==> src/design/smac_pkg.sv <==
package smac_pkg;
   localparam int DATA_W = 16;
   localparam int ACC_W = 48;
   localparam int GADDR_W = 5;
   // Opcode field positions
   localparam int CLASS_HI = 15;
   localparam int CLASS_LO = 12;
   localparam int ALU_HI = 11;
   localparam int ALU_LO = 8;
   localparam int INV_BIT = 8;
   localparam int DIR_BIT = 7;
   localparam int FMT_BIT = 6;
   localparam int RET_BIT = 5;
   localparam logic [3:0] CLASS_ASIC = 4'hb;
   localparam logic [3:0] ALU_NONE = 4'h0;
   localparam logic [3:0] ALU_PUSH = 4'hf;
   localparam logic [3:0] ALU_PUSH_N = 4'he;
   localparam logic [15:0] OP_DMA = 16'he842;
   // Invert, source and return bits are free in the select encoding
   localparam logic [15:0] OP_SMAC_MASK = 16'hfe5f;
   localparam logic [15:0] OP_SMACS = 16'hb012;
   localparam logic [15:0] OP_SMACA = 16'hb092;
   localparam logic [15:0] OP_STREAM_COUNT = 16'ha000;
   localparam logic [15:0] OP_COUNT_MASK = 16'hf000;
   localparam logic [4:0] OFFCHIP_BASE = 5'h18;
   localparam logic [15:0] RESET_WORD = 16'h0000;
   localparam logic [47:0] RESET_ACC = 48'h0000_0000_0000;

   typedef enum logic [1:0] {
      MODE_NORMAL,
      MODE_ARMED,
      MODE_COUNTED,
      MODE_STREAM
   } smac_mode_e;

   typedef struct packed {
      logic [4:0] addr;
      logic [15:0] data;
      logic wr;
      logic rd;
      logic offchip;
   } gbus_s;

   typedef struct packed {
      logic [15:0] addr;
      logic rd;
   } mem_req_s;
endpackage : smac_pkg

==> src/design/smac_decoder.sv <==
`timescale 1ns/10ps
// Behaviour
// - Stack-stream select takes one cycle, keeps stack, arms stack-operand streaming.
// - Bus-stream select does the same with the operand taken from the bus.
// - Streamed mode does one multiply-accumulate per clock per item pair.
// - One operand from memory; other from stack list or a bus address.
// - Both stream selects block interrupts so the count instruction follows.
// - Memory read loads next from memory at top, adds literal to top.
// - Streamed memory read also multiplies next by pipeline, accumulates into 48 bits.
// - Accumulator is extension, high and low words; product added across all.
// - Memory read recognised by its fixed encoding; it performs streamed steps.
// - Bus instructions carry a five-bit address reaching 32 locations.
// - Low bus addresses are on-chip; upper addresses go off-chip.
// - Pushing bus read pushes next, top to next, bus data to top, optionally inverted.
// - Pushing ALU bus read pushes, copies top, loads top with ALU result.
// - Keeping bus write sends top, keeps next, optionally inverts top.
// - Popping bus write sends top, next to top optionally inverted, pops into next.
// - Non-pushing ALU bus read replaces top with ALU result, next untouched.
// - Bus ALU codes select the same functions as single-step math codes.
module smac_decoder #(
   parameter int FIFO_DEPTH = 4
) (
   // Clock and reset
   input wire logic sys_clk_in,
   input wire logic rst_in,
   // Instruction stream
   input wire logic instr_valid_in,
   input wire logic [15:0] instr_in,
   output logic instr_ready_out,
   // Stack below next
   input wire logic [15:0] pstack_top_in,
   output logic pstack_push_out,
   output logic pstack_pop_out,
   output logic [15:0] pstack_data_out,
   // Peripheral bus
   output smac_pkg::gbus_s gbus_out,
   input wire logic [15:0] gbus_rdata_in,
   // Memory
   output smac_pkg::mem_req_s mem_out,
   input wire logic [15:0] mem_rdata_in,
   // Stream-source address write
   input wire logic src_wr_in,
   input wire logic [4:0] src_addr_in,
   // Core state
   output logic [15:0] top_out,
   output logic [15:0] next_out,
   output logic [47:0] acc_out,
   output logic int_block_out,
   output logic stream_active_out
);
   logic [15:0] top_q, top_d;
   logic [15:0] next_q, next_d;
   logic [47:0] acc_q;
   logic [15:0] count_q;
   logic [4:0] src_q;
   logic src_bus_q;
   smac_pkg::smac_mode_e mode_q;
   smac_pkg::gbus_s gbus_d;
   logic push_d, pop_d;
   logic [15:0] alu_r;
   logic [3:0] cls, alu;
   logic inv, is_asic, is_dma, is_sel, is_cnt, step;
   logic f_valid, f_ready, p_valid;
   logic [15:0] f_data, p_data, p_in;

   initial begin
      if (FIFO_DEPTH < 2) begin
         $error("smac_decoder needs a fifo depth of at least 2");
      end
   end

   assign cls = instr_in[smac_pkg::CLASS_HI:smac_pkg::CLASS_LO];
   assign alu = instr_in[smac_pkg::ALU_HI:smac_pkg::ALU_LO];
   assign inv = instr_in[smac_pkg::INV_BIT];
   assign is_asic = cls == smac_pkg::CLASS_ASIC && !instr_in[smac_pkg::FMT_BIT];
   assign is_dma = instr_in == smac_pkg::OP_DMA;
   assign is_sel = (instr_in & smac_pkg::OP_SMAC_MASK) == smac_pkg::OP_SMACS;
   assign is_cnt = (instr_in & smac_pkg::OP_COUNT_MASK) == smac_pkg::OP_STREAM_COUNT;

   // ****************************************
   // Operand pipeline
   // ****************************************
   // Stack or bus words are staged so the multiplier waits on the source only in the first stream cycle
   assign p_in = src_bus_q ? gbus_rdata_in : pstack_top_in;
   assign p_valid = mode_q == smac_pkg::MODE_STREAM;
   // Without a ready operand the step stalls rather than accumulate garbage
   assign step = instr_valid_in && is_dma && (mode_q != smac_pkg::MODE_STREAM || f_valid);
   assign instr_ready_out = !(mode_q == smac_pkg::MODE_STREAM && is_dma && !f_valid);

   smac_fifo #(.WIDTH(16), .DEPTH(FIFO_DEPTH)) u_pipe (
      .sys_clk_in(sys_clk_in),
      .rst_in(rst_in),
      .in_valid_in(p_valid),
      .in_ready_out(f_ready),
      .in_data_in(p_in),
      .out_valid_out(f_valid),
      // Leftover operands are flushed in normal mode, not while armed or counted, so the next stream starts clean
      .out_ready_in((step && mode_q == smac_pkg::MODE_STREAM) || mode_q == smac_pkg::MODE_NORMAL),
      .out_data_out(f_data)
   );
   assign p_data = f_data;

   // ****************************************
   // ALU
   // ****************************************
   // Shared single-step math encoding
   always_comb begin
      case (alu)
         4'h2: alu_r = top_q & gbus_rdata_in;
         4'h3: alu_r = top_q - gbus_rdata_in;
         4'h4: alu_r = top_q | gbus_rdata_in;
         4'h5: alu_r = top_q + gbus_rdata_in;
         4'h6: alu_r = top_q ^ gbus_rdata_in;
         4'h7: alu_r = gbus_rdata_in - top_q;
         default: alu_r = gbus_rdata_in;
      endcase
   end

   // ****************************************
   // Decode
   // ****************************************
   always_comb begin
      top_d = top_q;
      next_d = next_q;
      push_d = 1'b0;
      pop_d = 1'b0;
      gbus_d = '0;
      if (instr_valid_in && is_dma && step) begin
         next_d = mem_rdata_in;
         top_d = top_q + 16'(instr_in[4:0]);
      end else if (instr_valid_in && is_asic && !is_sel) begin
         gbus_d.addr = instr_in[4:0];
         gbus_d.offchip = instr_in[4:0] >= smac_pkg::OFFCHIP_BASE;
         if (!instr_in[smac_pkg::DIR_BIT]) begin
            gbus_d.rd = 1'b1;
            if (alu == smac_pkg::ALU_PUSH || alu == smac_pkg::ALU_PUSH_N) begin
               push_d = 1'b1;
               next_d = top_q;
               top_d = inv ? ~gbus_rdata_in : gbus_rdata_in;
            end else if (alu[3:1] != 3'b000) begin
               push_d = 1'b1;
               next_d = top_q;
               top_d = alu_r;
            end
         end else begin
            gbus_d.wr = 1'b1;
            gbus_d.data = top_q;
            if (alu == smac_pkg::ALU_PUSH || alu == smac_pkg::ALU_PUSH_N) begin
               pop_d = 1'b1;
               top_d = inv ? ~next_q : next_q;
               next_d = pstack_top_in;
            end else if (alu[3:1] == 3'b000) begin
               top_d = inv ? ~top_q : top_q;
            end else begin
               gbus_d.wr = 1'b0;
               gbus_d.rd = 1'b1;
               top_d = alu_r;
            end
         end
      end
   end

   // ****************************************
   // Stream state
   // ****************************************
   always_ff @(posedge sys_clk_in or posedge rst_in) begin
      if (rst_in) begin
         mode_q <= smac_pkg::MODE_NORMAL;
         src_bus_q <= 1'b0;
         count_q <= smac_pkg::RESET_WORD;
      end else begin
         case (mode_q)
            smac_pkg::MODE_NORMAL: begin
               if (instr_valid_in && is_sel) begin
                  mode_q <= smac_pkg::MODE_ARMED;
                  src_bus_q <= instr_in[smac_pkg::DIR_BIT];
               end
            end
            smac_pkg::MODE_ARMED: begin
               if (instr_valid_in && is_cnt) begin
                  mode_q <= smac_pkg::MODE_COUNTED;
                  count_q <= next_q;
               end else if (instr_valid_in) begin
                  mode_q <= smac_pkg::MODE_NORMAL;
               end
            end
            smac_pkg::MODE_COUNTED: begin
               if (instr_valid_in) begin
                  mode_q <= is_dma ? smac_pkg::MODE_STREAM : smac_pkg::MODE_NORMAL;
               end
            end
            smac_pkg::MODE_STREAM: begin
               if (step) begin
                  if (count_q == smac_pkg::RESET_WORD) begin
                     mode_q <= smac_pkg::MODE_NORMAL;
                  end else begin
                     count_q <= count_q - 16'h0001;
                  end
               end
            end
            default: mode_q <= smac_pkg::MODE_NORMAL;
         endcase
      end
   end

   always_ff @(posedge sys_clk_in or posedge rst_in) begin
      if (rst_in) begin
         src_q <= 5'h00;
      end else if (src_wr_in) begin
         src_q <= src_addr_in;
      end
   end

   // ****************************************
   // Accumulator
   // ****************************************
   always_ff @(posedge sys_clk_in or posedge rst_in) begin
      if (rst_in) begin
         acc_q <= smac_pkg::RESET_ACC;
      end else if (step && mode_q == smac_pkg::MODE_STREAM) begin
         acc_q <= acc_q + {16'h0000, 32'(next_q) * 32'(p_data)};
      end
   end

   // ****************************************
   // Registers and outputs
   // ****************************************
   always_ff @(posedge sys_clk_in or posedge rst_in) begin
      if (rst_in) begin
         top_q <= smac_pkg::RESET_WORD;
         next_q <= smac_pkg::RESET_WORD;
      end else begin
         top_q <= top_d;
         next_q <= next_d;
      end
   end

   always_ff @(posedge sys_clk_in or posedge rst_in) begin
      if (rst_in) begin
         gbus_out <= '0;
         mem_out <= '0;
         pstack_push_out <= 1'b0;
         pstack_pop_out <= 1'b0;
         pstack_data_out <= smac_pkg::RESET_WORD;
      end else begin
         gbus_out <= gbus_d;
         if (mode_q == smac_pkg::MODE_STREAM && src_bus_q) begin
            gbus_out.addr <= src_q;
            gbus_out.rd <= f_ready;
            gbus_out.offchip <= src_q >= smac_pkg::OFFCHIP_BASE;
         end
         mem_out.addr <= top_d;
         mem_out.rd <= is_dma && instr_valid_in;
         // Stack list drains one word per accepted operand
         pstack_push_out <= push_d;
         pstack_pop_out <= pop_d || (p_valid && f_ready && !src_bus_q);
         pstack_data_out <= next_q;
      end
   end

   assign top_out = top_q;
   assign next_out = next_q;
   assign acc_out = acc_q;
   assign int_block_out = mode_q == smac_pkg::MODE_ARMED;
   assign stream_active_out = mode_q == smac_pkg::MODE_STREAM;

   // ****************************************
   // Checks
   // ****************************************
   property p_sel_block;
      @(posedge sys_clk_in) disable iff (rst_in)
      (mode_q == smac_pkg::MODE_NORMAL && instr_valid_in && is_sel) |=> int_block_out;
   endproperty
   a_sel_block: assert property (p_sel_block) else $error("select did not block interrupts");

   property p_sel_keep;
      @(posedge sys_clk_in) disable iff (rst_in)
      (instr_valid_in && is_sel) |=> $stable(top_q) && $stable(next_q);
   endproperty
   a_sel_keep: assert property (p_sel_keep) else $error("select changed the stack");

   property p_dma_addr;
      @(posedge sys_clk_in) disable iff (rst_in)
      step |=> top_q == $past(top_q) + 16'($past(instr_in[4:0]));
   endproperty
   a_dma_addr: assert property (p_dma_addr) else $error("address not advanced");

   property p_acc;
      @(posedge sys_clk_in) disable iff (rst_in)
      (step && stream_active_out) |=> acc_q == $past(acc_q) + {16'h0000, 32'($past(next_q)) * 32'($past(p_data))};
   endproperty
   a_acc: assert property (p_acc) else $error("accumulate wrong");

   property p_acc_hold;
      @(posedge sys_clk_in) disable iff (rst_in)
      !stream_active_out |=> $stable(acc_q);
   endproperty
   a_acc_hold: assert property (p_acc_hold) else $error("accumulator moved outside stream");

   property p_offchip;
      @(posedge sys_clk_in) disable iff (rst_in)
      (gbus_out.rd || gbus_out.wr) |-> gbus_out.offchip == (gbus_out.addr >= smac_pkg::OFFCHIP_BASE);
   endproperty
   a_offchip: assert property (p_offchip) else $error("off-chip flag wrong");

   property p_push_rd;
      @(posedge sys_clk_in) disable iff (rst_in)
      (push_d && !step) |=> next_q == $past(top_q) && pstack_push_out;
   endproperty
   a_push_rd: assert property (p_push_rd) else $error("push read stack effect wrong");

   property p_pop_wr;
      @(posedge sys_clk_in) disable iff (rst_in)
      (pop_d && !p_valid) |=> gbus_out.wr && gbus_out.data == $past(top_q) && next_q == $past(pstack_top_in);
   endproperty
   a_pop_wr: assert property (p_pop_wr) else $error("pop write wrong");
endmodule : smac_decoder

==> src/design/smac_fifo.sv <==
`timescale 1ns/10ps
module smac_fifo #(
   parameter int WIDTH = 16,
   parameter int DEPTH = 4
) (
   // Clock and reset
   input wire logic sys_clk_in,
   input wire logic rst_in,
   // Fill side
   input wire logic in_valid_in,
   output logic in_ready_out,
   input wire logic [WIDTH-1:0] in_data_in,
   // Drain side
   output logic out_valid_out,
   input wire logic out_ready_in,
   output logic [WIDTH-1:0] out_data_out
);
   localparam int AW = $clog2(DEPTH);
   logic [WIDTH-1:0] mem_q [DEPTH];
   logic [AW-1:0] wr_q;
   logic [AW-1:0] rd_q;
   logic [AW:0] cnt_q;
   logic push;
   logic pop;

   initial begin
      if (DEPTH < 2 || (1 << AW) != DEPTH) begin
         $error("smac_fifo depth must be a power of two, at least 2");
      end
   end

   assign push = in_valid_in && in_ready_out;
   assign pop = out_valid_out && out_ready_in;
   assign in_ready_out = cnt_q != (AW+1)'(DEPTH);
   assign out_valid_out = cnt_q != '0;
   assign out_data_out = mem_q[rd_q];

   always_ff @(posedge sys_clk_in) begin
      if (push) begin
         mem_q[wr_q] <= in_data_in;
      end
   end

   always_ff @(posedge sys_clk_in or posedge rst_in) begin
      if (rst_in) begin
         wr_q <= '0;
         rd_q <= '0;
         cnt_q <= '0;
      end else begin
         if (push) begin
            wr_q <= wr_q + 1'b1;
         end
         if (pop) begin
            rd_q <= rd_q + 1'b1;
         end
         cnt_q <= cnt_q + (AW+1)'(push) - (AW+1)'(pop);
      end
   end
endmodule : smac_fifo

==> config.mk <==
export PLATFORM = sky130hd
export DESIGN_NAME = smac_decoder
export DESIGN_NICKNAME = d
export VERILOG_FILES = /design/src/design/smac_pkg.sv /design/src/design/smac_decoder.sv /design/src/design/smac_fifo.sv
export SDC_FILE = /design/constraint.sdc
export NUM_CORES = 1
export LEC_CHECK = 0
export ABC_AREA = 1
export BUFFER_PORTS_ARGS = -buffer_cell sky130_fd_sc_hd__buf_4
export CAP_MARGIN = 20
export CORE_MARGIN = 2
export CORE_UTILIZATION = 61
export DETAILED_ROUTE_END_ITERATION = 16
export HOLD_SLACK_MARGIN = 0.12
export PLACE_DENSITY = 0.85
export SYNTH_ARGS = -nofsm -noshare
export SYNTH_HDL_FRONTEND = slang
export SYNTH_SLANG_ARGS = --single-unit
==> constraint.sdc <==
create_clock -name sys_clk_in -period 19.91 [get_ports sys_clk_in]
set_input_delay 3.982 -clock sys_clk_in [delete_from_list [all_inputs] [get_ports sys_clk_in]]
set_output_delay 3.982 -clock sys_clk_in [all_outputs]
set_load 0.01 [all_outputs]
# After elaboration in Yosys (flattened, before gate mapping)
# Memory sizes are Yosys's and may differ from the RTL's.
# Index checks and enable logic that the tools add are counted.
# totals
ff_bits	154
mem_count	1
wordCells	152
inputBits	73
mem_bits_rw	64
out_inout_bits	142
# mem_list
memory	words	width	rd	rd_clocked_by_memory_dff	write_ports	line	rtl
u_pipe.mem_q	4	16	1	0	1	smac_fifo.sv:19	logic [WIDTH-1:0] mem_q [DEPTH];
# classes
magnitude_cmp	2
n_mul	1
eq_ne	26
muxes	49
n_reduce_logical	38
bitwise_logic	6
add_sub_neg	10
# ops
op	count
two-way mux 16 bit	20
case mux 16 bit (6 select lines)	1
adder 48 x 32 -> 48 bit	1
two-way mux 24 bit	2
inverter 16 bit	3
multiplier 16 x 16 -> 32 bit	1
case mux 16 bit (2 select lines)	1
subtractor 16 bit	2
two-way mux 2 bit	10
two-way mux 17 bit	1
adder 16 bit	1
adder 16 x 5 -> 16 bit	1
bitwise AND 16 bit	1
equality test 16 bit, second input constant	1
equality test 4 x 3 -> 1 bit, second input constant	4
equality test 4 bit, second input constant	4
logical NOT 16 bit	1
OR 16 bit	1
subtractor 16 x 1 -> 16 bit, second input constant	1
XOR 16 bit	1
logical AND 1 bit	15
equality test 13 bit, second input constant	1
two-way mux 1 bit	12
greater-or-equal comparator 5 bit, second input constant	2
25 further kinds	44

# Longest topological paths before layout
# Gate-level depths: netlist of run 1.
# depth
ltp_word	7
mapped_depth	36
ltp_nobuf	33

# Cells and area by module
# From an unflattened synthesis of run 1, not the netlist that was laid out.
# unflattened
hier_cells	3199
area_unflattened_um2	24130.6
# modules_own_cells
module	n_inst	area_each_um2	seq_area_each_um2	cells_each
smac_decoder	1	21141.5	3678.5	2937
smac_fifo	1	2989.1	2097.0	262

# Worst setup path after synthesis of run 1
# Ideal clock, no wire load.
# synth_timing
kind	input -> output
start	in instr_in[4]
end	out instr_ready_out
setup_slack_ps	11342
n_path_buf	0
arrival_ps	4586
cell_stages	4
required_time_ps	15928
cell_sequence	inv_1 -> nand4_1 -> nor2_2 -> nand3_1
# synth_via
elab_chain_len	4
# synth_lines
element	line	rtl
start: declaration	smac_decoder.sv:28	input wire logic [15:0] instr_in,
equality test 16 bit	smac_decoder.sv:76	assign is_dma = instr_in == smac_pkg::OP_DMA;
logical AND 1 bit (2 in series)	smac_decoder.sv:88	assign instr_ready_out = !(mode_q == smac_pkg::MODE_STREAM && is_dma && !f_valid);
logical NOT 1 bit	smac_decoder.sv:88	
end: declaration	smac_decoder.sv:29	output logic instr_ready_out,
# No other way between the ends.

# Worst setup path in the final report of run 1
# layout_timing
start	in instr_in[3]
end	out instr_ready_out
# Same word-level chain as after synthesis.

==> flow_summary.ini, run 1 <==
[drt]
drt-initial-drc-count = 2207
via_count = 21700
first_pass_iters = 6
via_per_inst = 6.00
remaining_drc_errors = 0
drtAntennaViolNets = 0
wl_per_cell_um = 21.4
finalWirelength_mm = 77.3

[clocking]
cts_buffer_depth = 3
htree_num_levels = 1
ctsHoldBuffers = 0
cts_tree = yes
ctsRootBufferMaster = clkbuf_16
postCtsSetupBuffers = 0
clk_latency_ns = 0.59
numCtsBuffers = 26
cts_resized = 0
cts.sinks = 218
clk_pin_slew_ns = 0.06

[worst_setup_path]
worst-setup-path-type = input pin to output port
cpMaxStageDelayCell = nand4_1
startpoint = instr_in[3]
crit_end = instr_ready_out
cp-end-kind = output port
arrival_ns = 5.23
critPathMaxFanout = 3
cp-start-kind = input pin
path_cells = buf_4, inv_1, nand4_1, inv_1, nand3_2, clkinv_2, nand3_1, buf_4
ff2ff_path_depth = 25
timing.rr.end = acc_out[35]$_DFFE_PP0P_
rr_startpoint = u_pipe.rd_q[0]$_DFFE_PP0P_
worstPathRequired_ns = 15.93
slowest_delay_ns = 0.43
r2r_setup_slack_ns = 11.79

[placed_design]
gp_congestion = 1.02
placed_area_um2 = 25100
pre_cts_ws_ns = 10.80
io_buffers = 214
dp_hpwl_mm = 58.8

[cells_and_area]
n_fill_cell = 3033
fin_nets = 3572
area.growth.synth_to_final_pct = 12.5
design_area_um2 = 26100
drive_gt1_frac = 0.115

[global_routing]
grt_pass1_vias = 21900
grt_pass1_wl_mm = 120
antenna_found_initial = 1
grt_max_degree = 79
grtUsageTotal = 0.400
grt_overflow = 0

[logic_synthesis]
synth_flop_cell = dfrtp_1
yosysWarnings = 0
synth_edf_count = 64
yosysSeqAreaShare = 0.249
ys_ff_latch = 218
netlist_area_um2 = 23200
synth_cells = 2925
syn_nets = 3413
avgSynthCellArea_um2 = 7.93
synth_cell_type_count = 60
async_flop_share = 0.706

[sta]
finalWorstSetupSlack_ns = 10.70
setup_viol = 0
max_slew_margin = 0.319
min_period_over_period = 0.462
worstMarginPinSlew_ns = 1.02
rsz0062_at_grt = no
fmax_ghz = 0.109
fin_skew_ns = 0.0343
slew_violations = 0
hold_viol = 0
whs_ns = 0.497
min_period_ns = 9.21
fin_setup_tns_ns = 0

[floorplanning]
rows = 71
initial_core_util = 0.618
die-area_um2 = 39600
ios = 215
die_h_um = 199
coreArea_um2 = 37600
fp.dieW_um = 199

[worst_hold_path]
hold_class = register to register

[job]
cap_viol_max_count = 0

[outcome]
status = complete, no violations
==> placed cells by master (no fill, tap or decap), types with 26 or more instances in the layout <==
master     synthesis  layout
nor2_1           252     252
fa_1             230     230
nand2_1          630     630
inv_1            537     536
dfrtp_1          154     154
o21ai_0          129     129
edfxtp_1          64      64
o211ai_1          39      39
buf_4             19     238
nor3_1            39      39
clkbuf_16          0      26
nand3_1          129     129
xor2_1            40      40
ha_1             185     185
o21ai_1           35      35
a21oi_1           90      90
o22ai_1           37      37
==> synth_stat cells, drive strengths merged (6+ instances only) <==
cell type	count	area, µm²
a31oi	25	156
xnor2	18	158
nor2	265	1080
a21oi	94	485
buf	42	272
o221ai	6	58.8
ha	185	2310
nand3	132	683
o21ai	166	838
dfrtp	154	3850
o22ai	37	231
nor4	7	73.8
or2	12	75.1
nor3	43	248
clkbuf	68	255
edfxtp	64	1920
a311oi	8	70.1
a21o	14	105
inv	553	2080
o21bai	7	52.6
nand2	639	2440
fa	230	4600
o211ai	39	293
clkinv	17	65.1
a21boi	8	60.1
nand4	25	156
xor2	40	350
==> kinds of logic (layout without fill, tap and decap cells) <==
group | Yosys count | count (layout) | synth area share
AOI/OAI and AO/OA | 427 | 427 | 0.110
xor gates and xnor gates | 58 | 58 | 0.0219
adders and majority gates | 415 | 415 | 0.298
buffers and inverters | 680 | 858 | 0.115
DFF | 218 | 218 | 0.249
other | 0 | 2 | 0
and+or+nand+nor | 1127 | 1127 | 0.206
==> through the flow <==
stage / std cells / util
2_1_floorplan: 2925 / -
3_3_place_gp: 3564 / 0.668
3_5_place_dp: 3564 / 0.668
4_1_cts: 3611 / 0.693
5_1_grt: 3615 / 0.695
6_report: 3616 / 0.695
==> sequential cells by signal (all words and copies together), names as in the netlist <==
register and count:
acc_out 48, src_bus_q 1, u_pipe.wr_q 2, count_q 16
next_out 16, u_pipe.cnt_q 3, u_pipe.mem_q 64, src_q 5
u_pipe.rd_q 2, pstack_push_out 1, pstack_data_out 16, mode_q 2
gbus_out 24, pstack_pop_out 1, mem_out 17
==> area by class of cell <==
type	instances	area, µm²	area share
clock buffers	31	709	0.0272
well taps	511	639	0.0245
inverters	570	2150	0.0823
flip-flops and latches	218	5780	0.221
multi-input cells	2027	14800	0.566
repair buffers	241	1860	0.0711
clock inverters	16	203	0.00777
diodes	2	5.00	0.000192
==> worst max-delay path, delay by kind of cell <==
family / cells / cell delay [ns]
buffers and inverters: 5 / 0.66
AND/OR/NAND/NOR: 3 / 0.59
==> worst min path at each step <==
stage	from	to	slack [ns]	depth (start not counted)
after global routing	acc_out[46]$_DFFE_PP0P_	acc_out[46]$_DFFE_PP0P_	0.54	2
after global placement	acc_out[46]$_DFFE_PP0P_	acc_out[46]$_DFFE_PP0P_	0.48	2
after CTS	acc_out[46]$_DFFE_PP0P_	acc_out[46]$_DFFE_PP0P_	0.50	2
after detailed placement	acc_out[46]$_DFFE_PP0P_	acc_out[46]$_DFFE_PP0P_	0.49	2
final	acc_out[46]$_DFFE_PP0P_	acc_out[46]$_DFFE_PP0P_	0.50	2
after floorplan	next_out[0]$_DFFE_PP0P_	pstack_data_out[0]$_DFF_PP0_	0.43	0
==> routing by layer <==
layer / wire, µm / vias to the layer above / GRT usage
li1: - / 9557 / -
met1: 28200 / 10300 / 0.490
met2: 35000 / 1425 / 0.637
met3: 8980 / 363 / 0.105
met4: 5170 / 2 / 0.244
met5: 13 / - / 0
Power of run 1 is left out: the tool's default activity adds up to more than one toggle a clock period on the data nets, which glitch-free logic cannot reach.
==> run 2: changes to the inputs <==
CORE_UTILIZATION = 56   (was 61)
PLACE_DENSITY = 0.82   (was 0.85)
clock period = 7.9 ns   (was 19.91 ns; I/O delays follow)
==> run 2 against run 1 <==
- global-route usage shrank 3.6 points
- clock skew shrank 0.018 ns
- final cell count grew 1.0%
- flip-flop and latch count is the same
- utilization shrank 5.5 points
- clock-buffer cell count up 1
- worst hold slack better by 0.020 ns
- first-iteration DRC count is 1.4% lower
- via count down 1.6%
- sequential share of layout area about the same
- non-clock buffer count up 16
- critical endpoint is now acc_out[39]$_DFFE_PP0P_
==> flow_summary.ini, run 2 (synthesis gave the netlist of run 1 again) <==
[cells_and_area]
largest_reg_flops = 64
multi_input_area_um2 = 14800
seq_area_um2 = 5780
area.growth.synth_to_final_pct = 12.5
n_fill_cell = 3536
layout_common_cells = nand2_1 (630), inv_1 (536), buf_4 (256)
largest-register = u_pipe.mem_q
final_common_cell = nand2_1
drive_gt1_frac = 0.118
fin_nets = 3587

[clocking]
cts_buffer_depth = 3
htree_num_levels = 1
postCtsSetupBuffers = 0
numCtsBuffers = 25
cts.sinks = 218
ctsHoldBuffers = 0
clk_pin_slew_ns = 0.06
ctsRootBufferMaster = clkbuf_16
cts_tree = yes
clk_latency_ns = 0.58
cts_resized = 0

[sta]
fin_skew_ns = 0.0166
fin_setup_tns_ns = 0
slew_violations = 0
min_period_over_period = 0.936
setup_viol = 0
worstMarginPinSlew_ns = 1.11
hold_viol = 0
fmax_ghz = 0.135
min_period_ns = 7.40
rsz0062_at_grt = no
max_slew_margin = 0.260

[worst_setup_path]
arrival_ns = 7.86
critPathMaxFanout = 21
worst-setup-path-type = register to register
cp-start-kind = register
cp-end-kind = register
worstPathRequired_ns = 8.37

[floorplanning]
rows = 74
die-area_um2 = 43100
initial_core_util = 0.568
coreArea_um2 = 40800
die_h_um = 208
ios = 215
fp.dieW_um = 208

[drt]
remaining_drc_errors = 0
first_pass_iters = 6
wl_per_cell_um = 21.3
via_per_inst = 5.84
drt-initial-drc-count = 2176
via_count = 21300
finalWirelength_mm = 77.7
drtAntennaViolNets = 0

[global_routing]
antenna_found_initial = 0
grt_max_degree = 93
grtUsageTotal = 0.364
grt_overflow = 0
grt_pass1_vias = 21900
grt_pass1_wl_mm = 122

[placed_design]
gp_congestion = 0.997
io_buffers = 214
dp_hpwl_mm = 60.8

[job]
cap_viol_max_count = 0

[worst_hold_path]
hold_class = register to register

[outcome]
status = complete, no violations
-- run 2: cell types whose count changed in the layout (fill, tap and decap cells not counted), moves of 2 or more --
cell | previous run | this run
buf_4 | 238 | 256
clkbuf_8 | 4 | 2
bufinv_16 | 3 | 1
clkinv_4 | 3 | 1
clkbuf_1 | 1 | 4
clkinv_2 | 5 | 7
-- run 2: area by class of cell --
class	instances	share of cell area
Clock buffer	32	0.0265
Multi-Input combinational cell	2027	0.565
Tap cell	532	0.0255
Antenna cell	2	0.000192
Inverter	570	0.0822
Sequential cell	218	0.221
Timing Repair Buffer	257	0.0746
Clock inverter	14	0.00460
-- run 2: per-stage QoR --
stage          cells  setup slack, ns   util  hold slack, ns  cell area [µm²]
5_1_grt         3650            0.127  0.640           0.542            26100
3_3_place_gp    3603            0.770  0.619           0.488            25300
2_1_floorplan   2925             1.61      -           0.433            23200
3_5_place_dp    3603            0.543  0.619           0.507            25300
6_report        3652            0.504  0.640           0.517            26100
4_1_cts         3649            0.546  0.639           0.524            26100
-- run 2: routing by layer --
layer	track usage	vias to the layer above	share of wire
met3	0.0602	255	0.097
met2	0.591	1235	0.46
met5	0	-	0
met4	0.183	0	0.052
li1	-	9566	-
met1	0.473	10300	0.39
-- run 2: path summary, 6_finish.rpt --
check / startpoint / endpoint / slack [ns] / cells past startpoint
worst max-delay path: u_pipe.rd_q[0]$_DFFE_PP0P_ / acc_out[39]$_DFFE_PP0P_ / 0.50 / 26
worst min-delay path: acc_out[5]$_DFFE_PP0P_ / acc_out[5]$_DFFE_PP0P_ / 0.52 / 2
worst max register to register: u_pipe.rd_q[0]$_DFFE_PP0P_ / acc_out[39]$_DFFE_PP0P_ / 0.50 / 26
worst min register to register: acc_out[5]$_DFFE_PP0P_ / acc_out[5]$_DFFE_PP0P_ / 0.52 / 2
max in group asynchronous: rst_in / u_pipe.wr_q[0]$_DFFE_PP0P_ / 5.28 / 3
min in group asynchronous: rst_in / acc_out[47]$_DFFE_PP0P_ / 1.19 / 2
-- run 2: critical path, cell delays in order (launching register included) --
cell     delay [ns]
dfrtp_1        0.45
inv_1          0.33
buf_4          0.33
nand2_1        0.08
nand3_1        0.07
nand2_1        0.15
inv_1          0.30
nand2_1        0.13
fa_1           0.47
fa_1           0.58
fa_1           0.45
fa_1           0.55
inv_1          0.05
fa_1           0.49
fa_1           0.41
ha_1           0.36
nand2_1        0.09
o21ai_0        0.64
a21oi_2        0.08
o21ai_1        0.42
nand2_1        0.09
nand2_1        0.17
nand2_1        0.08
nand2_1        0.22
nand2_1        0.10
xor2_1         0.13
inv_1          0.05
Power of run 2 is left out for the same reason.
